--- config.mk ---
export PLATFORM = sky130hd
export DESIGN_NAME = sdc_refclk_ctrl
export DESIGN_NICKNAME = d
export VERILOG_FILES = /design/src/core/sdc_pkg.sv /design/src/core/sdc_refclk_ctrl.sv
export SDC_FILE = /design/constraint.sdc
export NUM_CORES = 1
export LEC_CHECK = 0
export CORE_MARGIN = 4
export CORE_UTILIZATION = 45
export CTS_CLUSTER_DIAMETER = 100
export DETAILED_ROUTE_END_ITERATION = 8
export DONT_BUFFER_PORTS = 1
export GPL_TIMING_DRIVEN = 0
export HOLD_SLACK_MARGIN = 0.12
export PLACE_DENSITY_LB_ADDON = 0.12
export SLEW_MARGIN = 20
export SYNTH_ARGS = -nofsm -noshare
export SYNTH_HDL_FRONTEND = slang
export SYNTH_SLANG_ARGS = --single-unit
export TNS_END_PERCENT = 5
--- constraint.sdc ---
create_clock -name clk -period 2.95 [get_ports clk]
set_clock_uncertainty 0.15 [all_clocks]
set_input_delay 0.59 -clock clk [delete_from_list [all_inputs] [get_ports clk]]
set_output_delay 0.59 -clock clk [all_outputs]
set_load 0.03 [all_outputs]
--- src/core/sdc_pkg.sv ---
// shared constants for the video reference clock and mode control block
package sdc_pkg;
    // ************************************************************
    // debounced input vector layout
    // ************************************************************
    localparam int IN_OP_MODE   = 0;
    localparam int IN_GROUP     = 1;
    localparam int IN_RATE      = 2;
    localparam int IN_SD_HD     = 3;
    localparam int IN_FMT_LO    = 4;
    localparam int IN_FMT_HI    = 6;
    localparam int IN_PAGE_BTN  = 7;
    localparam int IN_GEN_BTN   = 8;
    localparam int IN_CHK_BTN   = 9;
    localparam int IN_COUNT     = 10;
    // ************************************************************
    // timing
    // ************************************************************
    localparam int CLK_FREQ_MHZ     = 125;
    localparam int DEBOUNCE_TIME_US = 10000;
    localparam int DEBOUNCE_CYCLES  = DEBOUNCE_TIME_US * CLK_FREQ_MHZ;
    // ************************************************************
    // encodings and reset values
    // ************************************************************
    typedef enum logic {
        MODE_PATTERN = 1'b0,
        MODE_PASS    = 1'b1
    } sdc_mode_type;
    // pathological: matrix, equaliser, pll; bars: 100%, 75%, smpte
    typedef enum logic [1:0] {
        PAT_FIRST  = 2'h0,
        PAT_SECOND = 2'h1,
        PAT_THIRD  = 2'h2
    } sdc_pattern_type;
    // page 1/2 meaning depends on mode, see top module
    typedef enum logic [1:0] {
        PAGE_MODE   = 2'h0,
        PAGE_STAT_A = 2'h1,
        PAGE_STAT_B = 2'h2,
        PAGE_TIME   = 2'h3
    } sdc_page_type;
    localparam logic [5:0] STD_SEL_RESET = 6'h00;
endpackage : sdc_pkg

--- src/core/sdc_refclk_ctrl.sv ---
// reference clock steering and switch/button mode decoding
//
// Function
// - receiver rate flag steers the receive clock generator controls
// - free-run generators get six-bit standard select for SD or HD rate
// - pass-through receive reference only needs lock; ppm offset ok
// - pass-through transmit clock must equal recovered clock exactly
// - pass-through: receiver timing drives transmit generator genlock
// - pattern mode: both generators free-run, genlock never used
// - receive reference via fabric, transmit reference via dedicated pins
// - receive and transmit take different reference sources
// - mode switch picks pass-through or pattern, reinterprets controls
// - display offers four pages whose meaning depends on mode
// - any control change shows related page; page button steps page
// - group switch picks bars or check-fields; separate gen/chk buttons
// - sd/hd switch, three format bits, rate factor switch select format
// - this logic drives every clock chip control input itself
// - each pattern press advances that side's pattern cyclically
`timescale 1ns/1ns
module sdc_refclk_ctrl #(
    parameter int         DEBOUNCE_CYCLES = sdc_pkg::DEBOUNCE_CYCLES,
    // clock chip standard codes; arbitrary defaults, set per board
    parameter logic [5:0] SD_STD_CODE     = 6'h01,
    parameter logic [5:0] HD_STD_CODE     = 6'h02
) (
    input  wire logic       clk,
    input  wire logic       rst_n,
    input  wire logic       clk_en,
    input  wire logic       op_mode_switch,
    input  wire logic       pattern_group_switch,
    input  wire logic       rate_factor_switch,
    input  wire logic       sd_hd_switch,
    input  wire logic [2:0] format_switch,
    input  wire logic       page_button,
    input  wire logic       gen_pattern_button,
    input  wire logic       chk_pattern_button,
    input  wire logic       rx_rate_is_high,
    input  wire logic       rx_locked,
    input  wire logic       rx_field,
    input  wire logic       rx_vblank,
    input  wire logic       rx_hblank,
    output logic [5:0]      rx_clkgen_video_std_sel,
    output logic            rx_clkgen_genlock,
    output logic [5:0]      tx_clkgen_video_std_sel,
    output logic            tx_clkgen_genlock,
    output logic            tx_clkgen_field,
    output logic            tx_clkgen_vblank,
    output logic            tx_clkgen_hblank,
    output logic            rx_refclk_from_fabric,
    output logic            tx_refclk_from_pins,
    output logic            pass_through_mode,
    output logic            pattern_group,
    output logic            hd_format,
    output logic [2:0]      format_sel,
    output logic            rate_factor_sel,
    output logic [1:0]      gen_pattern,
    output logic [1:0]      chk_pattern,
    output logic [1:0]      display_page
);
    localparam int CW = $clog2(DEBOUNCE_CYCLES + 1);

    if (DEBOUNCE_CYCLES < 1) begin : g_bad
        $error("DEBOUNCE_CYCLES must be at least 1");
    end

    // equal codes would leave SD and HD at one frequency
    if (SD_STD_CODE == HD_STD_CODE) begin : g_bad_std
        $error("SD and HD standard codes must differ");
    end

    logic [sdc_pkg::IN_COUNT-1:0] raw_in;
    logic [sdc_pkg::IN_COUNT-1:0] deb;
    assign raw_in = {chk_pattern_button, gen_pattern_button, page_button,
                     format_switch, sd_hd_switch, rate_factor_switch,
                     pattern_group_switch, op_mode_switch};

    // ************************************************************
    // synchronise and debounce
    // ************************************************************
    genvar gi;
    for (gi = 0; gi < sdc_pkg::IN_COUNT; gi++) begin : g_in
        logic [2:0]    sync_reg;
        logic [2:0]    sync_next;
        logic [CW-1:0] cnt_reg;
        logic [CW-1:0] cnt_next;
        logic          deb_reg;
        logic          deb_next;
        always_comb begin
            sync_next = {sync_reg[1:0], raw_in[gi]};
            cnt_next  = cnt_reg;
            deb_next  = deb_reg;
            if (sync_reg[2] != sync_reg[1] || sync_reg[2] == deb_reg) begin
                cnt_next = '0;
            end else if (cnt_reg == CW'(DEBOUNCE_CYCLES - 1)) begin
                cnt_next = '0;
                deb_next = sync_reg[2];
            end else begin
                cnt_next = cnt_reg + CW'(1);
            end
        end
        always_ff @(posedge clk or negedge rst_n) begin
            if (!rst_n) begin
                sync_reg <= 3'h0;
                cnt_reg  <= '0;
                deb_reg  <= 1'b0;
            end else if (clk_en) begin
                sync_reg <= sync_next;
                cnt_reg  <= cnt_next;
                deb_reg  <= deb_next;
            end
        end
        assign deb[gi] = deb_reg;
    end

    // ************************************************************
    // control state
    // ************************************************************
    logic [sdc_pkg::IN_COUNT-1:0] prev_reg, prev_next;
    logic [5:0] rx_sel_reg, rx_sel_next, tx_sel_reg, tx_sel_next;
    logic       tx_gl_reg, tx_gl_next;
    logic [2:0] tx_ref_reg, tx_ref_next;
    logic       mode_reg, mode_next;
    sdc_pkg::sdc_pattern_type gen_reg, gen_next, chk_reg, chk_next;
    sdc_pkg::sdc_page_type    page_reg, page_next;
    logic [4:0] fmt_reg, fmt_next;
    logic       grp_reg, grp_next;
    logic       route_reg, route_next;
    logic       page_step, gen_step, chk_step, sw_change;

    function automatic sdc_pkg::sdc_pattern_type step_pat(
        input sdc_pkg::sdc_pattern_type p);
        case (p)
            sdc_pkg::PAT_FIRST:  step_pat = sdc_pkg::PAT_SECOND;
            sdc_pkg::PAT_SECOND: step_pat = sdc_pkg::PAT_THIRD;
            default:             step_pat = sdc_pkg::PAT_FIRST;
        endcase
    endfunction : step_pat

    always_comb begin
        prev_next = deb;
        route_next = 1'b1;
        page_step = deb[sdc_pkg::IN_PAGE_BTN]
                    & ~prev_reg[sdc_pkg::IN_PAGE_BTN];
        gen_step  = deb[sdc_pkg::IN_GEN_BTN] & ~prev_reg[sdc_pkg::IN_GEN_BTN];
        chk_step  = deb[sdc_pkg::IN_CHK_BTN] & ~prev_reg[sdc_pkg::IN_CHK_BTN];
        sw_change = deb[sdc_pkg::IN_FMT_HI:sdc_pkg::IN_RATE]
                    != prev_reg[sdc_pkg::IN_FMT_HI:sdc_pkg::IN_RATE];
        mode_next = deb[sdc_pkg::IN_OP_MODE];
        grp_next  = deb[sdc_pkg::IN_GROUP];
        // format fields: fmt bits, sd/hd, rate factor
        fmt_next  = {deb[sdc_pkg::IN_FMT_HI:sdc_pkg::IN_FMT_LO],
                     deb[sdc_pkg::IN_SD_HD], deb[sdc_pkg::IN_RATE]};
        gen_next  = gen_step ? step_pat(gen_reg) : gen_reg;
        chk_next  = chk_step ? step_pat(chk_reg) : chk_reg;
        rx_sel_next = rx_rate_is_high ? HD_STD_CODE : SD_STD_CODE;
        // genlock to receiver timing in pass-through
        tx_gl_next  = mode_next && rx_locked;
        tx_ref_next = tx_gl_next ? {rx_field, rx_vblank, rx_hblank} : 3'h0;
        // pattern mode free-runs at switch-chosen rate
        if (mode_next == sdc_pkg::MODE_PASS) begin
            tx_sel_next = rx_sel_next;
        end else begin
            tx_sel_next = deb[sdc_pkg::IN_SD_HD] ? HD_STD_CODE : SD_STD_CODE;
        end
        page_next = page_reg;
        if (mode_next != mode_reg) begin
            page_next = sdc_pkg::PAGE_MODE;
        end else if (gen_step || sw_change) begin
            page_next = sdc_pkg::PAGE_STAT_A;
        end else if (chk_step) begin
            page_next = mode_reg ? sdc_pkg::PAGE_STAT_B
                                 : sdc_pkg::PAGE_STAT_B;
        end else if (grp_next != grp_reg) begin
            page_next = mode_reg ? sdc_pkg::PAGE_STAT_B
                                 : sdc_pkg::PAGE_STAT_A;
        end else if (page_step) begin
            case (page_reg)
                sdc_pkg::PAGE_MODE:   page_next = sdc_pkg::PAGE_STAT_A;
                sdc_pkg::PAGE_STAT_A: page_next = sdc_pkg::PAGE_STAT_B;
                sdc_pkg::PAGE_STAT_B: page_next = sdc_pkg::PAGE_TIME;
                default:              page_next = sdc_pkg::PAGE_MODE;
            endcase
        end
    end

    always_ff @(posedge clk or negedge rst_n) begin
        if (!rst_n) begin
            prev_reg   <= '0;
            mode_reg   <= 1'b0;
            grp_reg    <= 1'b0;
            fmt_reg    <= 5'h00;
            gen_reg    <= sdc_pkg::PAT_FIRST;
            chk_reg    <= sdc_pkg::PAT_FIRST;
            rx_sel_reg <= sdc_pkg::STD_SEL_RESET;
            tx_sel_reg <= sdc_pkg::STD_SEL_RESET;
            tx_gl_reg  <= 1'b0;
            tx_ref_reg <= 3'h0;
            page_reg   <= sdc_pkg::PAGE_MODE;
            route_reg  <= 1'b0;
        end else if (clk_en) begin
            prev_reg   <= prev_next;
            mode_reg   <= mode_next;
            grp_reg    <= grp_next;
            fmt_reg    <= fmt_next;
            gen_reg    <= gen_next;
            chk_reg    <= chk_next;
            rx_sel_reg <= rx_sel_next;
            tx_sel_reg <= tx_sel_next;
            tx_gl_reg  <= tx_gl_next;
            tx_ref_reg <= tx_ref_next;
            page_reg   <= page_next;
            route_reg  <= route_next;
        end
    end

    // ************************************************************
    // outputs
    // ************************************************************
    // every clock chip control driven here
    assign rx_clkgen_video_std_sel = rx_sel_reg;
    // receive generator never genlocked; lock reference only
    assign rx_clkgen_genlock       = 1'b0;
    assign tx_clkgen_video_std_sel = tx_sel_reg;
    assign tx_clkgen_genlock       = tx_gl_reg;
    assign tx_clkgen_field         = tx_ref_reg[2];
    assign tx_clkgen_vblank        = tx_ref_reg[1];
    assign tx_clkgen_hblank        = tx_ref_reg[0];
    // distinct reference paths; quadrant pins are shared
    assign rx_refclk_from_fabric   = route_reg;
    assign tx_refclk_from_pins     = route_reg;
    assign pass_through_mode       = mode_reg;
    assign pattern_group           = grp_reg;
    assign format_sel              = fmt_reg[4:2];
    assign hd_format               = fmt_reg[1];
    assign rate_factor_sel         = fmt_reg[0];
    assign gen_pattern             = gen_reg;
    assign chk_pattern             = chk_reg;
    assign display_page            = page_reg;
endmodule : sdc_refclk_ctrl

==> flow_summary_export.csv <==
group,metric,value,unit
run_status,violations,"hold timing",
placed_design,hpwl,26000,microns
drt,dr.pass1.iters,7,
setup_path,cp-start-kind,"input port",
drt,top_layer_used,"met4",
drt,num_vias,12700,
pwr,p_per_area,543,nW/um^2
setup_path,path_cells,"buf_2 > clkinv_1 > clkbuf_1 > buf_1 > o21ai_0 > o31ai_1",
final_layout,fin_util,0.515,
yosys,ys_top_cells_by_area,"dfrtp_1, a31oi_1, nand2_1",
run_status,status,"complete, but fails checks",
timing,fmax,0.372,GHz
drt,wl,39800,microns
setup_path,r2r_start,"g_in[0].deb_reg",
drt,wl_met3,1760,microns
setup_path,crit_required,3.22,ns
setup_path,r2r_end,"g_in[0].cnt_reg[8]",
placed_design,dp_cells,2020,
setup_path,crit_type,"input port to flop",
clock_tree,clk_pin_slew_worst_paths,0.06,ns
clock_tree,clkSinkCount,275,
timing,slew_viol_final,0,
yosys,netlist.area_leader.share,0.463,
flow_run,maxCapViolCount,0,
clock_tree,cts_tree,"yes",
final_layout,drive_gt1_frac,0.110,
setup_path,slowest_stage,"clkbuf_1",
clock_tree,numCtsBuffers,34,
yosys,synthesis.area,14900,sq um
drt,drtAntennaViolNets,0,
timing,hold_ws,-0.374,ns
pwr,p_leak,6.73,nW
placed_design,pre_cts_slack,-0.284,ns
setup_path,crit_buf_inv,4,
floorplanning,die_h,190,microns
setup_path,worstPathMaxFanout,10,
placed_design,numPortBuffers,0,
yosys,synth-seq-cells,275,
clock_tree,max-clock-path-buffers,3,
yosys,postSynthAreaPerCell,9.47,sq um
final_layout,multi_input_area,7410,sq um
final_layout,largest_register_ffs,210,
timing,timing_hold_violations_final,275,
clock_tree,ctsHoldBuffers,14,
timing,finalCritPeriodShare,0.912,
floorplanning,die_w,190,microns
yosys,async_flop_share,1.00,
final_layout,layout.nets,1658,
timing,fin_ws,0.260,ns
global_route,antenna_found_initial,0,
floorplanning,initial_utilization,0.457,
setup_path,cp.arrival,2.96,ns
timing,setup_viol,0,
timing,fin_crit,2.69,ns
global_route,grt_pass1_wl,64500,microns
final_layout,fill_cells,3018,
yosys,yosysTopAreaCell,"dfrtp_1",
global_route,grt_max_degree,276,
floorplanning,rows,66,
yosys,synth-edff-count,0,
setup_path,cp_top_family,"buffers and inverters",
yosys,ys.flop_type,"dfrtp_1",
yosys,yosysSeqAreaShare,0.463,
final_layout,diodes,0,
placed_design,routabilityCongestion,0.861,
min_path,hold_class,"input port to asynchronous set/reset pin",
global_route,overflow,0,
timing,relSlewSlack,0.237,
yosys,synth_cell_types,68,
clock_tree,cts_root_buffer,"clkbuf_16",
final_layout,area_delta_synth_final,12.7,%
drt,vias_per_cell,6.09,
floorplanning,dieArea,36000,sq um
pwr,peakVddDrop,0.000458,V
yosys,synthCells,1570,
clock_tree,post-cts-setup-buffers,0,
drt,drt_iter0_markers,927,
drt,wl_met1,19400,microns
final_layout,regArea,6880,sq um
setup_path,regToRegSetupSlack,0.31,ns
drt,drc,0,
global_route,grt_pass1_vias,11800,
drt,wl_per_cell,19.0,microns
setup_path,r2r_cells,7,
global_route,grt_usage,0.218,
floorplanning,boundaryPins,50,
timing,rsz0062_at_grt,"false",
clock_tree,cts-resized-gates,0,
clock_tree,h-tree-depth,2,
clock_tree,clock_latency,0.51,ns
floorplanning,core,32500,sq um
pwr,power,0.00910,W
setup_path,worst_setup_path_end_kind,"flop",
yosys,synth_warnings,0,
setup_path,crit_cells,6,
timing,worst_pin_slew,1.14,ns
drt,wl_met2,17800,microns
setup_path,cp_slowest_stage_delay,0.87,ns
final_layout,stdcell_count,2091,
-- metal layers --
metal  vias to the layer above  track usage
met1                      6308        0.327
met4                         0       0.0540
met2                       282        0.335
li1                       6093            -
met5                         -            0
met3                        55       0.0334
-- kinds of logic (layout without fill, tap and decap cells) --
kind of cell | after synthesis | in the layout | synth area share
compound gates | 461 | 461 | 0.202
xor+xnor | 11 | 11 | 0.00648
fa+ha+maj | 12 | 12 | 0.0101
buf+inv | 120 | 191 | 0.0413
flops | 275 | 275 | 0.463
mux | 51 | 51 | 0.0377
other cells | 1 | 9 | 0.000252
simple gates | 639 | 639 | 0.239
-- cell usage in the layout (no fill, tap or decap), types with 9 or more instances in the layout --
| cell type | instances |
|---|---|
| or4b_1 | 14 |
| a22o_1 | 18 |
| mux2i_1 | 11 |
| a41oi_1 | 46 |
| ha_1 | 12 |
| clkbuf_16 | 37 |
| buf_2 | 20 |
| nor4_1 | 14 |
| buf_6 | 11 |
| mux2_2 | 40 |
| a31oi_1 | 156 |
| or3_1 | 10 |
| nand2b_1 | 42 |
| clkbuf_1 | 48 |
| buf_4 | 15 |
| nor3b_1 | 12 |
| inv_1 | 23 |
| a21oi_1 | 94 |
| nand2_1 | 200 |
| nor4_2 | 15 |
| dfrtp_1 | 275 |
| a21o_1 | 13 |
| nand4_1 | 47 |
| dlygate4sd3_1 | 14 |
| and3b_1 | 10 |
| xnor2_1 | 9 |
| and3_1 | 32 |
| conb_1 | 9 |
| o21ai_0 | 66 |
| nor2_1 | 52 |
| nand3_1 | 102 |
| clkbuf_8 | 10 |
| nor3_1 | 35 |
-- power by group --
group          total (W)  internal, W  switching, W
registers        0.00407      0.00390      0.000176
logic           0.000717     0.000274      0.000444
clock network    0.00431      0.00269       0.00162
total            0.00910      0.00686       0.00224
-- cells in the mapped netlist, types with 32 or more instances --
cell,number
and3_1,32
clkbuf_1,44
nor2_1,52
o21ai_0,66
nand4_1,47
a41oi_1,46
dfrtp_1,275
mux2_2,40
nand2_1,200
nor3_1,35
nand2b_1,42
a21oi_1,94
nand3_1,102
a31oi_1,156
-- layout make-up --
type                    count  share of cell area
multi-input cells        1183               0.442
flip-flops and latches    275               0.411
clock buffers              51              0.0644
well taps                 442              0.0330
plain buffers              96              0.0313
repair buffers             14             0.00836
inverters                  24             0.00538
clock inverters             6             0.00478
-- stage by stage --
stage | cell area, sq um | setup TNS, ns
floorplan | 14900 | 0
finish | 16800 | 0
global placement | 15400 | -3.11
global route | 16800 | 0
detailed placement | 15500 | -3.51
CTS | 16800 | 0
-- worst register-to-register path: stages (launching register included) --
cell	delay (ns)
dfrtp_1	0.32
clkbuf_1	0.53
nor3b_1	0.24
o21ai_0	0.20
a21oi_2	0.35
clkbuf_1	0.47
nand2_1	0.11
a31oi_1	0.19
-- worst max-delay path by stage --
stage                        from                   to  slack (ns)
2_1_floorplan  g_in[2].cnt_reg[0]  g_in[2].cnt_reg[14]        0.72
3_3_place_gp               clk_en   g_in[9].cnt_reg[4]       -0.30
3_5_place_dp               clk_en   g_in[9].cnt_reg[4]       -0.28
4_1_cts                    clk_en   g_in[9].cnt_reg[4]        0.25
5_1_grt        g_in[1].cnt_reg[0]   g_in[1].cnt_reg[6]        0.07
6_report                   clk_en   g_in[9].cnt_reg[4]        0.26
Power figures use the tool's default switching activity.
